--- config.mk ---
export PLATFORM = sky130hd
export DESIGN_NAME = agc_behaviour_control
export DESIGN_NICKNAME = d
export VERILOG_FILES = /design/src/agc_pkg.sv /design/src/agc_gain_wait.sv /design/src/agc_behaviour_control.sv
export VERILOG_INCLUDE_DIRS = /design/src
export SDC_FILE = /design/constraint.sdc
export NUM_CORES = 1
export LEC_CHECK = 0
export BUFFER_PORTS_ARGS = -buffer_cell sky130_fd_sc_hd__buf_2
export CORE_AREA = 8 8 101 103
export CTS_BUF_LIST = sky130_fd_sc_hd__clkbuf_2 sky130_fd_sc_hd__clkbuf_4 sky130_fd_sc_hd__clkbuf_8
export DETAILED_ROUTE_END_ITERATION = 16
export DIE_AREA = 0 0 109 111
export GPL_TIMING_DRIVEN = 0
export PLACE_DENSITY = 0.76
export SYNTH_ARGS = -nofsm -noshare
export SYNTH_HDL_FRONTEND = slang
export SYNTH_SLANG_ARGS = --single-unit
--- constraint.sdc ---
create_clock -name clock -period 10 [get_ports clock]
set_input_delay 1 -clock clock [delete_from_list [all_inputs] [get_ports clock]]
set_output_delay 1 -clock clock [all_outputs]
set_load 0.03 [all_outputs]
--- src/agc_cfg.svh ---
`ifndef AGC_CFG_SVH
`define AGC_CFG_SVH

// ****************************************
// Register map
// ****************************************
`define AGC_LOOP_CONTROL_ADDR 6'h1D
`define AGC_LOOP_CONTROL_RST  8'h91
`define AGC_HYST_MSB          7
`define AGC_HYST_LSB          6
`define AGC_WAIT_MSB          5
`define AGC_WAIT_LSB          4
`define AGC_HOLD_MSB          3
`define AGC_HOLD_LSB          2
`define AGC_FILT_MSB          1
`define AGC_FILT_LSB          0

// ****************************************
// Loop constants
// ****************************************
`define AGC_WAIT_UNIT         6'h08
`define AGC_FILT_MIN_LEN      7'h08
`define AGC_OOK_STEP_DB       5'h04
`define AGC_GAIN_MAX          3'h7
`define AGC_ANA_GAIN_RST      3'h7
`define AGC_DIG_GAIN_RST      3'h0

// ****************************************
// Dead zone and hysteresis per selector code
// ****************************************
`define AGC_DZ_LO_0           8'h02
`define AGC_DZ_LO_1           8'h02
`define AGC_DZ_LO_2           8'h03
`define AGC_DZ_LO_3           8'h04
`define AGC_DZ_UP_0           8'h02
`define AGC_DZ_UP_1           8'h03
`define AGC_DZ_UP_2           8'h05
`define AGC_DZ_UP_3           8'h08
`define AGC_HYST_0            8'h00
`define AGC_HYST_1            8'h01
`define AGC_HYST_2            8'h02
`define AGC_HYST_3            8'h03

`endif

--- src/agc_pkg.sv ---
package agc_pkg;

  typedef enum logic [1:0] {
    AGC_HOLD_NONE   = 2'h0,
    AGC_HOLD_SYNC   = 2'h1,
    AGC_HOLD_ANALOG = 2'h2,
    AGC_HOLD_ALL    = 2'h3
  } agc_hold_t;

  typedef enum logic [1:0] {
    AGC_ST_ACCUM  = 2'h1,
    AGC_ST_SETTLE = 2'h2
  } agc_state_t;

endpackage : agc_pkg

--- src/agc_gain_wait.sv ---
`timescale 1ns/10ps
`default_nettype none
`include "agc_cfg.svh"

module agc_gain_wait (
  input  wire logic       clock,
  input  wire logic       sys_rst,
  input  wire logic       restart,
  input  wire logic       sample_valid,
  input  wire logic [1:0] wait_sel,
  output var  logic       busy_ff,
  output var  logic [5:0] remain_ff
);

  logic [5:0] nxt_remain;

  // Restart beats a sample in the same cycle
  always_comb begin
    nxt_remain = remain_ff;
    if (restart) begin
      nxt_remain = 6'(({4'h0, wait_sel} + 6'h01) * `AGC_WAIT_UNIT);
    end else if (sample_valid && remain_ff != 6'h00) begin
      nxt_remain = remain_ff - 6'h01;
    end
  end

  always_ff @(posedge clock) begin
    if (sys_rst) begin
      remain_ff <= 6'h00;
      busy_ff   <= 1'b0;
    end else begin
      remain_ff <= nxt_remain;
      busy_ff   <= (nxt_remain != 6'h00);
    end
  end
endmodule : agc_gain_wait
`default_nettype wire

--- src/agc_behaviour_control.sv ---
`timescale 1ns/10ps
`default_nettype none
`include "agc_cfg.svh"

module agc_behaviour_control (
  input  wire logic       clock,
  input  wire logic       sys_rst,
  input  wire logic [5:0] reg_addr,
  input  wire logic       reg_wr_en,
  input  wire logic       reg_rd_en,
  input  wire logic [7:0] reg_wdata,
  output var  logic [7:0] reg_rdata_ff,
  input  wire logic       sample_valid,
  input  wire logic [7:0] sample_mag,
  input  wire logic [7:0] magn_target,
  input  wire logic       ook_mode,
  input  wire logic       sync_found,
  input  wire logic       rx_active,
  output var  logic [2:0] analog_gain_ff,
  output var  logic [2:0] digital_gain_ff,
  output var  logic       gain_step_ff,
  output var  logic       gain_frozen_ff,
  output var  logic [7:0] avg_mag_ff,
  output var  logic [4:0] ook_boundary_db_ff
);

  // ****************************************
  // Decoders
  // ****************************************
  function automatic logic [7:0] dz_lo(input logic [1:0] c);
    case (c)
      2'h0:    dz_lo = `AGC_DZ_LO_0;
      2'h1:    dz_lo = `AGC_DZ_LO_1;
      2'h2:    dz_lo = `AGC_DZ_LO_2;
      default: dz_lo = `AGC_DZ_LO_3;
    endcase
  endfunction : dz_lo

  function automatic logic [7:0] dz_up(input logic [1:0] c);
    case (c)
      2'h0:    dz_up = `AGC_DZ_UP_0;
      2'h1:    dz_up = `AGC_DZ_UP_1;
      2'h2:    dz_up = `AGC_DZ_UP_2;
      default: dz_up = `AGC_DZ_UP_3;
    endcase
  endfunction : dz_up

  function automatic logic [7:0] hyst_of(input logic [1:0] c);
    case (c)
      2'h0:    hyst_of = `AGC_HYST_0;
      2'h1:    hyst_of = `AGC_HYST_1;
      2'h2:    hyst_of = `AGC_HYST_2;
      default: hyst_of = `AGC_HYST_3;
    endcase
  endfunction : hyst_of

  function automatic logic [6:0] filt_last(input logic [1:0] c);
    filt_last = 7'((`AGC_FILT_MIN_LEN << c) - 7'h01);
  endfunction : filt_last

  // ****************************************
  // Control register
  // ****************************************
  logic [7:0] ctrl_ff;
  logic [1:0] hyst_sel;
  logic [1:0] wait_sel;
  logic [1:0] filt_sel;
  logic [1:0] filt_eff;
  agc_pkg::agc_hold_t gain_hold_policy;

  assign hyst_sel         = ctrl_ff[`AGC_HYST_MSB:`AGC_HYST_LSB];
  assign wait_sel         = ctrl_ff[`AGC_WAIT_MSB:`AGC_WAIT_LSB];
  assign gain_hold_policy = agc_pkg::agc_hold_t'(ctrl_ff[`AGC_HOLD_MSB:`AGC_HOLD_LSB]);
  assign filt_sel         = ctrl_ff[`AGC_FILT_MSB:`AGC_FILT_LSB];
  // OOK reuses the selector as a boundary, so averaging drops to its shortest span
  assign filt_eff         = ook_mode ? 2'h0 : filt_sel;

  always_ff @(posedge clock) begin
    if (sys_rst) begin
      ctrl_ff <= `AGC_LOOP_CONTROL_RST;
    end else if (reg_wr_en && reg_addr == `AGC_LOOP_CONTROL_ADDR) begin
      ctrl_ff <= reg_wdata;
    end
  end

  always_ff @(posedge clock) begin
    if (sys_rst) begin
      reg_rdata_ff <= 8'h00;
    end else if (reg_rd_en && reg_addr == `AGC_LOOP_CONTROL_ADDR) begin
      reg_rdata_ff <= ctrl_ff;
    end else begin
      reg_rdata_ff <= 8'h00;
    end
  end

  // ****************************************
  // Hold policy
  // ****************************************
  logic sync_seen_ff;
  logic analog_held;
  logic digital_held;

  // A sync in the same cycle as rx drop still latches
  always_ff @(posedge clock) begin
    if (sys_rst) begin
      sync_seen_ff <= 1'b0;
    end else if (sync_found) begin
      sync_seen_ff <= 1'b1;
    end else if (!rx_active) begin
      sync_seen_ff <= 1'b0;
    end
  end

  assign analog_held  = (gain_hold_policy == agc_pkg::AGC_HOLD_ANALOG) ||
                        (gain_hold_policy == agc_pkg::AGC_HOLD_ALL) ||
                        (gain_hold_policy == agc_pkg::AGC_HOLD_SYNC && sync_seen_ff);
  assign digital_held = (gain_hold_policy == agc_pkg::AGC_HOLD_ALL) ||
                        (gain_hold_policy == agc_pkg::AGC_HOLD_SYNC && sync_seen_ff);

  always_ff @(posedge clock) begin
    if (sys_rst) begin
      gain_frozen_ff <= 1'b0;
    end else begin
      gain_frozen_ff <= analog_held && digital_held;
    end
  end

  // ****************************************
  // Averaging and decision
  // ****************************************
  agc_pkg::agc_state_t state_ff;
  logic [13:0]        acc_ff;
  logic [6:0]         cnt_ff;
  logic [13:0]        sum_fin;
  logic [7:0]         avg;
  logic signed [9:0]  dev;
  logic signed [9:0]  up_lim;
  logic signed [9:0]  lo_lim;
  logic               eval_now;
  logic               want_down;
  logic               want_up;
  logic               last_up_ff;
  logic               last_down_ff;
  logic               wait_busy;
  logic [2:0]         nxt_analog;
  logic [2:0]         nxt_digital;
  logic               step_now;

  assign sum_fin  = acc_ff + {6'h00, sample_mag};
  assign eval_now = (state_ff == agc_pkg::AGC_ST_ACCUM) && sample_valid &&
                    (cnt_ff == filt_last(filt_eff));

  always_comb begin
    case (filt_eff)
      2'h0:    avg = sum_fin[10:3];
      2'h1:    avg = sum_fin[11:4];
      2'h2:    avg = sum_fin[12:5];
      default: avg = sum_fin[13:6];
    endcase
  end

  // Extra margin only when reversing direction, so the loop does not dither
  assign dev       = $signed({2'b00, avg}) - $signed({2'b00, magn_target});
  assign up_lim    = $signed({2'b00, 8'(dz_up(hyst_sel) + (last_up_ff ? hyst_of(hyst_sel) : 8'h00))});
  assign lo_lim    = $signed({2'b00, 8'(dz_lo(hyst_sel) + (last_down_ff ? hyst_of(hyst_sel) : 8'h00))});
  assign want_down = dev > up_lim;
  assign want_up   = (dev + lo_lim) < 10'sh000;

  // Down trims digital first, up restores analog first
  always_comb begin
    nxt_analog  = analog_gain_ff;
    nxt_digital = digital_gain_ff;
    if (eval_now && want_down) begin
      if (!digital_held && digital_gain_ff != 3'h0) begin
        nxt_digital = digital_gain_ff - 3'h1;
      end else if (!analog_held && analog_gain_ff != 3'h0) begin
        nxt_analog = analog_gain_ff - 3'h1;
      end
    end else if (eval_now && want_up) begin
      if (!analog_held && analog_gain_ff != `AGC_GAIN_MAX) begin
        nxt_analog = analog_gain_ff + 3'h1;
      end else if (!digital_held && digital_gain_ff != `AGC_GAIN_MAX) begin
        nxt_digital = digital_gain_ff + 3'h1;
      end
    end
  end

  assign step_now = (nxt_analog != analog_gain_ff) || (nxt_digital != digital_gain_ff);

  always_ff @(posedge clock) begin
    if (sys_rst) begin
      analog_gain_ff  <= `AGC_ANA_GAIN_RST;
      digital_gain_ff <= `AGC_DIG_GAIN_RST;
      gain_step_ff    <= 1'b0;
      last_up_ff      <= 1'b0;
      last_down_ff    <= 1'b0;
    end else begin
      analog_gain_ff  <= nxt_analog;
      digital_gain_ff <= nxt_digital;
      gain_step_ff    <= step_now;
      if (step_now) begin
        last_up_ff   <= want_up;
        last_down_ff <= want_down;
      end
    end
  end

  // Samples during the settle wait are dropped, not accumulated
  always_ff @(posedge clock) begin
    if (sys_rst) begin
      state_ff <= agc_pkg::AGC_ST_ACCUM;
      acc_ff   <= 14'h0000;
      cnt_ff   <= 7'h00;
    end else begin
      case (state_ff)
        agc_pkg::AGC_ST_ACCUM: begin
          if (eval_now) begin
            acc_ff <= 14'h0000;
            cnt_ff <= 7'h00;
            if (step_now) begin
              state_ff <= agc_pkg::AGC_ST_SETTLE;
            end
          end else if (sample_valid) begin
            acc_ff <= sum_fin;
            cnt_ff <= cnt_ff + 7'h01;
          end
        end
        agc_pkg::AGC_ST_SETTLE: begin
          acc_ff <= 14'h0000;
          cnt_ff <= 7'h00;
          if (!wait_busy) begin
            state_ff <= agc_pkg::AGC_ST_ACCUM;
          end
        end
        default: begin
          state_ff <= agc_pkg::AGC_ST_ACCUM;
        end
      endcase
    end
  end

  always_ff @(posedge clock) begin
    if (sys_rst) begin
      avg_mag_ff <= 8'h00;
    end else if (eval_now) begin
      avg_mag_ff <= avg;
    end
  end

  always_ff @(posedge clock) begin
    if (sys_rst) begin
      ook_boundary_db_ff <= 5'h00;
    end else begin
      ook_boundary_db_ff <= ook_mode ? 5'(({3'h0, filt_sel} + 5'h01) * `AGC_OOK_STEP_DB) : 5'h00;
    end
  end

  // ****************************************
  // Settle wait
  // ****************************************
  agc_gain_wait u_wait (
    .clock        (clock),
    .sys_rst      (sys_rst),
    .restart      (step_now),
    .sample_valid (sample_valid),
    .wait_sel     (wait_sel),
    .busy_ff      (wait_busy),
    .remain_ff    ()
  );
endmodule : agc_behaviour_control
`default_nettype wire

==> reports/qor.yml, run 1 <==
htree_num_levels: 3
power.net_switching_uw: 300
finalCriticalPeriod_ps: 5960
clock-sinks: 68
p_int_uw: 530
clkLatencyLatePin_ps: 370
final_net_count: 722
layout.cells.non_filler: 750
placeableCoreArea_sq_mm: 0.00855
leakagePower_nw: 2.35
multi_input_area_sq_mm: 0.00307
die_width_um: 109
final_wtd_congestion: 0.907
insertedDiodeCount: 0
synth.distinct_cells: 69
grtUsageTotal_pct: 20.0
register_share_of_total_power_pct: 36.7
dpl.hpwl_mm: 9.23
setup.worst_path.end_class: "register"
cts.reportedPaths.clkPinSlew_ps: 80
cts_root_buf: "sky130_fd_sc_hd__clkbuf_8"
run_status: "finished clean"
worst_hold_path_type: "register to register"
timing.critical_path.from: "sample_mag[0]"
routedWlPerCell_um: 16.0
avgSynthCellArea_sq_um: 8.28
postCtsSetupRepairBufs: 0
globalRouteOverflowTotal: 0
rr_startpoint: "acc_ff[0]$_SDFFE_PP0P_"
p_sw_share_pct: 36.1
power.combinational.fraction_pct: 33.8
floorplan.initialDensity_pct: 54.4
grt_setup_unrepaired: "false"
setup.reg_to_reg.worst_slack_ps: 4480
power-per-cell-area_mw_per_mm2: 156
drtPass1Iterations: 4
r2r.worst_path.cells: 23
proportion_of_netlist_area_held_by_the_largest_area_contributor_pct: 29.3
dominant_cell_type_by_area_after_synthesis: "sky130_fd_sc_hd__dfxtp_1"
setup_ws_ps: 4040
filler_cell_count: 765
maxSlewHeadroom_pct: 46.3
min_period_over_period_pct: 59.6
placement.setup.worst_slack_ps: 3810
drc: 0
worstReg2RegEnd: "u_wait.remain_ff[3]$_SDFF_PP0_"
port-buffer-count: 63
worst-endpoint-required_ps: 10250
vdd.ir_drop.worst_uv: 106
synthTopCellsByArea: "sky130_fd_sc_hd__dfxtp_1 29%, sky130_fd_sc_hd__ha_1 12%, sky130_fd_sc_hd__nor2_1 5.5%"
boundaryPins: 67
cts_inserted_buffers: 9
resized_after_cts: 0
wire_length_after_detailed_routing_mm: 12.0
pwr-share-clk_pct: 29.5
critical_path_capture_point: "u_wait.remain_ff[3]$_SDFF_PP0_"
fmax_mhz: 168
dr_total_vias: 4357
drt_iter0_drc: 206
regArea_sq_mm: 0.00136
grt_antenna_before_repair: 0
placed_cells_incl_taps: 734
total_of_flip_flops_plus_latches_after_synthesis: 68
fin_tns_setup_ps: 0
timing.critical_path.from_type: "input port"
area_delta_synth_final_pct: 14.2
grt_pass1_wl_mm: 19.9
final_layout_size_suffix_gt1_share_pct: 15.4
ctsLongestPathBuffers: 2
finalSetupViolCount: 0
die-area_sq_mm: 0.0121
dominant_synthesized_flop_cell: "sky130_fd_sc_hd__dfxtp_1"
tritoncts_clock_tree: "built"
arrival_time_of_data_at_the_critical_path_endpoint_ps: 6210
final-hold-violation-count: 0
postCtsHoldBufs: 0
route.antenna.remaining_nets: 0
via_per_inst: 5.81
yosysWarnings: 0
grt_max_degree: 15
crit_path_max_fanout: 6
max_cap_viol_count: 0
worstMarginPinSlew_ps: 802
skew_ps: 16.5
synth_async_sr_flop_share_pct: 0
synth-edff-count: 0
final_max_slew_viol_count: 0
synth.cell_area_sq_mm: 0.00465
fp-row-count: 34
number_of_global_route_vias_before_repair: 4386
crit_type: "input port to register"
synthesis.instances: 562
seq_area_frac_synth_pct: 29.3
die_height_um: 111
power by group through the flow:
stage	Combinational [mW]	Sequential, mW	Clock (mW)
3_5_place_dp	0.278	0.310	0
5_1_grt	0.318	0.307	0.258
4_1_cts	0.281	0.304	0.247
3_3_place_gp	0.266	0.310	0
2_1_floorplan	0.220	0.309	0
6_report	0.281	0.305	0.245
cell usage in the layout (no fill, tap or decap), types with 3 or more instances in the layout:
cell	count
sky130_fd_sc_hd__nor2_1	68
sky130_fd_sc_hd__dfxtp_1	68
sky130_fd_sc_hd__buf_2	63
sky130_fd_sc_hd__a21oi_1	44
sky130_fd_sc_hd__ha_1	44
sky130_fd_sc_hd__nand2_1	32
sky130_fd_sc_hd__inv_1	30
sky130_fd_sc_hd__o21ai_0	28
sky130_fd_sc_hd__clkbuf_1	17
sky130_fd_sc_hd__xnor2_1	16
sky130_fd_sc_hd__nor3_1	15
sky130_fd_sc_hd__nand3_1	13
sky130_fd_sc_hd__a21o_1	12
sky130_fd_sc_hd__nand2b_1	12
sky130_fd_sc_hd__and2_1	11
sky130_fd_sc_hd__o21a_1	11
sky130_fd_sc_hd__xor2_1	9
sky130_fd_sc_hd__mux2i_1	9
sky130_fd_sc_hd__nor3b_1	9
sky130_fd_sc_hd__clkbuf_8	9
sky130_fd_sc_hd__o31ai_1	7
sky130_fd_sc_hd__nor2b_1	6
sky130_fd_sc_hd__a211o_1	6
sky130_fd_sc_hd__a211oi_1	6
sky130_fd_sc_hd__and3_1	5
sky130_fd_sc_hd__nor4_1	5
sky130_fd_sc_hd__a22oi_1	5
sky130_fd_sc_hd__or3_1	4
sky130_fd_sc_hd__a221o_1	4
sky130_fd_sc_hd__o21bai_1	3
sky130_fd_sc_hd__and3b_1	3
sky130_fd_sc_hd__nand3b_1	3
sky130_fd_sc_hd__buf_4	3
sky130_fd_sc_hd__nor4_2	3
sky130_fd_sc_hd__a32oi_1	3
sky130_fd_sc_hd__a31oi_1	3
sky130_fd_sc_hd__fa_1	3
sky130_fd_sc_hd__inv_6	3
worst min path at each step:
stage | from | endpoint | slack [ps] | cells after the start
4_1_cts | u_wait.busy_ff$_SDFF_PP0_ | state_ff[1]$_SDFFE_PP0P_ | 480 | 2
2_1_floorplan | u_wait.busy_ff$_SDFF_PP0_ | state_ff[1]$_SDFFE_PP0P_ | 440 | 2
6_report | avg_mag_ff[3]$_SDFFE_PP0P_ | avg_mag_ff[3]$_SDFFE_PP0P_ | 480 | 2
3_5_place_dp | u_wait.busy_ff$_SDFF_PP0_ | state_ff[1]$_SDFFE_PP0P_ | 460 | 2
3_3_place_gp | avg_mag_ff[3]$_SDFFE_PP0P_ | avg_mag_ff[3]$_SDFFE_PP0P_ | 460 | 2
5_1_grt | ctrl_ff[5]$_SDFFE_PP0P_ | reg_rdata_ff[5]$_SDFF_PP0_ | 530 | 1
cells in the mapped netlist (4+ instances only):
| cell type | instances |
|---|---|
| sky130_fd_sc_hd__nand2_1 | 32 |
| sky130_fd_sc_hd__nand3_1 | 13 |
| sky130_fd_sc_hd__and3_1 | 5 |
| sky130_fd_sc_hd__and2_1 | 11 |
| sky130_fd_sc_hd__nand2b_1 | 12 |
| sky130_fd_sc_hd__a211o_1 | 6 |
| sky130_fd_sc_hd__xnor2_1 | 16 |
| sky130_fd_sc_hd__clkbuf_1 | 17 |
| sky130_fd_sc_hd__ha_1 | 44 |
| sky130_fd_sc_hd__nor2b_1 | 6 |
| sky130_fd_sc_hd__a22oi_1 | 5 |
| sky130_fd_sc_hd__nor4_1 | 5 |
| sky130_fd_sc_hd__dfxtp_1 | 68 |
| sky130_fd_sc_hd__inv_1 | 30 |
| sky130_fd_sc_hd__xor2_1 | 9 |
| sky130_fd_sc_hd__or3_1 | 4 |
| sky130_fd_sc_hd__a221o_1 | 4 |
| sky130_fd_sc_hd__nor3b_1 | 9 |
| sky130_fd_sc_hd__a21o_1 | 12 |
| sky130_fd_sc_hd__nor2_1 | 68 |
| sky130_fd_sc_hd__o21a_1 | 11 |
| sky130_fd_sc_hd__a211oi_1 | 6 |
| sky130_fd_sc_hd__nor3_1 | 15 |
| sky130_fd_sc_hd__o31ai_1 | 7 |
| sky130_fd_sc_hd__a21oi_1 | 44 |
| sky130_fd_sc_hd__mux2i_1 | 9 |
| sky130_fd_sc_hd__o21ai_0 | 28 |
routing by layer:
| layer | vias up | global-route usage (%) | wire length [um] |
|---|---|---|---|
| li1 | 2162 | - | - |
| met1 | 2041 | 23.6 | 5180 |
| met2 | 131 | 33.8 | 5860 |
| met3 | 23 | 5.00 | 757 |
| met4 | 0 | 7.03 | 205 |
| met5 | - | 0 | 0 |
flip-flops by register name (all words and copies together) (netlist names):
register and cells:
last_down_ff 1, digital_gain_ff 3, ctrl_ff 8, reg_rdata_ff 8
last_up_ff 1, avg_mag_ff 8, gain_step_ff 1, u_wait.remain_ff 6
u_wait.busy_ff 1, cnt_ff 7, sync_seen_ff 1, state_ff 2
ook_boundary_db_ff 3, acc_ff 14, analog_gain_ff 3, gain_frozen_ff 1
layout make-up:
| type | count | area share (%) |
|---|---|---|
| Sequential cell | 68 | 25.6 |
| Buffer | 23 | 2.12 |
| Inverter | 30 | 2.12 |
| Multi-Input combinational cell | 442 | 57.8 |
| Clock buffer | 9 | 2.33 |
| Timing Repair Buffer | 63 | 5.94 |
| Tap cell | 108 | 2.54 |
| Clock inverter | 7 | 1.55 |
cell families after synthesis:
kind of cell | Yosys count | share of synthesized area [%]
AOI/OAI and AO/OA | 151 | 21.9
xor gates and xnor gates | 25 | 4.71
adders and majority gates | 47 | 13.1
buffers and inverters | 53 | 4.84
DFF | 68 | 29.3
muxes | 10 | 2.18
other | 1 | 0.0806
and+or+nand+nor | 207 | 23.9
critical path, stage by stage:
cell,delay (ps)
sky130_fd_sc_hd__buf_2,100
sky130_fd_sc_hd__ha_1,220
sky130_fd_sc_hd__fa_1,440
sky130_fd_sc_hd__a211oi_1,320
sky130_fd_sc_hd__o21bai_1,120
sky130_fd_sc_hd__a21oi_1,190
sky130_fd_sc_hd__xor2_1,440
sky130_fd_sc_hd__nor2_1,70
sky130_fd_sc_hd__a21oi_1,150
sky130_fd_sc_hd__a221o_1,270
sky130_fd_sc_hd__inv_1,70
sky130_fd_sc_hd__ha_1,260
sky130_fd_sc_hd__nor2b_1,140
sky130_fd_sc_hd__o21a_1,160
sky130_fd_sc_hd__nor2_1,110
sky130_fd_sc_hd__xnor2_1,170
sky130_fd_sc_hd__ha_1,290
sky130_fd_sc_hd__a21oi_1,160
sky130_fd_sc_hd__o21ai_0,110
sky130_fd_sc_hd__a221o_1,350
sky130_fd_sc_hd__nor4_4,260
sky130_fd_sc_hd__or3b_2,280
sky130_fd_sc_hd__nand2_1,190
sky130_fd_sc_hd__a211oi_1,340
through the flow:
stage	power [mW]	utilization (%)	hold slack (ps)	area, sq um
finish	0.831	62.1	484	5310
global route	0.883	62.1	532	5310
CTS	0.832	62.1	484	5310
detailed placement	0.588	59.7	462	5100
global placement	0.576	59.7	463	5100
floorplan	0.528	-	444	4650
Note: power is estimated with default switching activity, not from simulation.
==> run 2: changes to the inputs <==
clock period = 5.63 ns   (was 10 ns; I/O delays follow)
==> reports/qor.yml, run 2 (synthesis results as in run 1) <==
tritoncts_clock_tree: "built"
power-per-cell-area_mw_per_mm2: 278  # +78%
final_wtd_congestion: 0.907  # unchanged
skew_ps: 16.6  # +0.125 ps
die_width_um: 109  # unchanged
fin_tns_setup_ps: 0  # unchanged
die-area_sq_mm: 0.0121  # unchanged
arrival_time_of_data_at_the_critical_path_endpoint_ps: 5530  # -680 ps
finalCriticalPeriod_ps: 5260
crit_path_max_fanout: 5  # -1
clock-sinks: 68  # unchanged
drtPass1Iterations: 4  # unchanged
cts.reportedPaths.clkPinSlew_ps: 100  # +20 ps
globalRouteOverflowTotal: 0  # unchanged
area_delta_synth_final_pct: 14.8
final_layout_size_suffix_gt1_share_pct: 16.0  # +0.57 points
postCtsHoldBufs: 0  # unchanged
most_frequent_cells_in_the_layout: "68 x sky130_fd_sc_hd__nor2_1, 68 x sky130_fd_sc_hd__dfxtp_1, 63 x sky130_fd_sc_hd__buf_2, 44 x sky130_fd_sc_hd__a21oi_1, 44 x sky130_fd_sc_hd__ha_1"
die_height_um: 111  # unchanged
htree_num_levels: 3  # unchanged
grt_max_degree: 15  # unchanged
drt_iter0_drc: 258  # +25%
leakagePower_nw: 2.36  # +0.50%
route.antenna.remaining_nets: 0  # unchanged
maxSlewHeadroom_pct: 43.1  # -3.3 points
largest_register_ffs: 14  # unchanged
run_status: "finished clean"
wl_met2_mm: 5.89  # +0.46%
min_period_over_period_pct: 93.4
ctsLongestPathBuffers: 2  # unchanged
critPathMaxStageDelay_ps: 440  # about the same
vdd.ir_drop.worst_uv: 188  # +78%
crit_type: "register to register"
final_max_slew_viol_count: 0  # unchanged
fmax_mhz: 190
worst_hold_path_type: "input port to register"
finalSetupViolCount: 0  # unchanged
placement.setup.worst_slack_ps: -122  # -3930 ps
total_power_mw: 1.49  # +79%
boundaryPins: 67  # unchanged
grt_antenna_before_repair: 0  # unchanged
crit_slowest_cell: "sky130_fd_sc_hd__fa_1"
cts_inserted_buffers: 9  # unchanged
timing.critical_path.from_type: "register"
insertedDiodeCount: 0  # unchanged
dr_total_vias: 4390  # +0.76%
grt_pass1_wl_mm: 19.9  # about the same
regMostFlops: "acc_ff"
clkLatencyLatePin_ps: 370  # about the same
cts_root_buf: "sky130_fd_sc_hd__clkbuf_8"
port-buffer-count: 63  # unchanged
max_cap_viol_count: 0  # unchanged
final_net_count: 724  # +0.28%
setup.worst_path.end_class: "register"
sum_of_met3_wire_segment_lengths_after_detailed_routing_um: 764  # +0.92%
grt_setup_unrepaired: "true"
placeableCoreArea_sq_mm: 0.00855  # unchanged
via_per_inst: 5.84  # +0.49%
worst-endpoint-required_ps: 5900  # -4350 ps
top_layer_used_by_detailed_routing: "met4"
number_of_global_route_vias_before_repair: 4381  # -0.11%
wire_length_after_detailed_routing_mm: 12.0  # +0.33%
setup_ws_ps: 374  # -3670 ps
worstMarginPinSlew_ps: 851  # +48.9 ps
crit_path_cell_trace: "ha_1 -> fa_1 -> a211oi_1 -> o21bai_1 -> a21oi_1 -> xor2_2 -> nor2_1 -> a21oi_1 -> a221o_1 -> inv_1 -> ha_1 -> nor2b_1 -> o21a_1 -> nor2_1 -> xnor2_1 -> ha_1 -> a21oi_1 -> o21ai_0 -> a221o_1 -> nor4_4 -> or3b_2 -> nand2_1 -> a211oi_2"
grtUsageTotal_pct: 20.0  # about the same
drc: 0  # unchanged
floorplan.initialDensity_pct: 54.4  # unchanged
drt-met1-wl_mm: 5.18  # about the same
final-hold-violation-count: 0  # unchanged
dpl.hpwl_mm: 9.23  # unchanged
routedWlPerCell_um: 16.0  # about the same
fp-row-count: 34  # unchanged
[run 2: cell count changes in the layout (fill, tap and decap cells not counted)]
cell,before,now
sky130_fd_sc_hd__buf_4,3,5
sky130_fd_sc_hd__a211oi_2,0,1
sky130_fd_sc_hd__xor2_2,0,1
sky130_fd_sc_hd__xor2_1,9,8
sky130_fd_sc_hd__a211oi_1,6,5
[run 2: through the flow]
step | cells | cell area (sq um) | hold WS [ps] | utilization [%]
after floorplan | 563 | 4650 | 444 | -
after global placement | 734 | 5100 | 463 | 59.7
after detailed placement | 734 | 5100 | 462 | 59.7
after CTS | 750 | 5310 | 409 | 62.1
after global routing | 752 | 5340 | 411 | 62.4
final | 752 | 5340 | 406 | 62.4
[run 2: final cells by class]
cell class | instances | area, sq um
multi-input combinational | 442 | 3080
clock buffer | 9 | 124
timing repair buffer | 65 | 330
tap | 108 | 135
clock inverter | 7 | 82.6
sequential | 68 | 1360
inverter | 30 | 113
fill | 755 | 3210
buffer | 23 | 113
[run 2: worst paths after layout]
path / start / end / cells after the start / slack [ps]
min: sync_found / sync_seen_ff$_SDFFE_PP0P_ / 3 / 410
max: acc_ff[0]$_SDFFE_PP0P_ / u_wait.remain_ff[3]$_SDFF_PP0_ / 23 / 370
min reg2reg: avg_mag_ff[3]$_SDFFE_PP0P_ / avg_mag_ff[3]$_SDFFE_PP0P_ / 2 / 490
max reg2reg: acc_ff[0]$_SDFFE_PP0P_ / u_wait.remain_ff[3]$_SDFF_PP0_ / 23 / 370
[run 2: what timing repair did]
| item | CTS | global route |
|---|---|---|
| setup endpoints to repair | 0 | 15 |
| resized for setup | 0 | 2 |
| setup buffers | 0 | 2 |
[run 2: per-layer routing]
layer | global-route usage (%) | up-vias
li1 | - | 2168
met1 | 23.7 | 2065
met4 | 7.31 | 0
met2 | 33.9 | 132
met3 | 4.48 | 25
met5 | 0 | -
[run 2: critical path: cells and delay by family (launching register included)]
family | cells | cell delay [ps]
adders and majority gates | 4 | 1200
AOI/OAI and AO/OA | 10 | 2170
buffers and inverters | 1 | 70
and+or+nand+nor | 6 | 1050
DFF | 1 | 320
xor gates and xnor gates | 2 | 370
[run 2: power breakdown]
part | switching, mW | internal [mW]
logic | 0.285 | 0.224
registers | 0.0276 | 0.513
clock network | 0.224 | 0.212
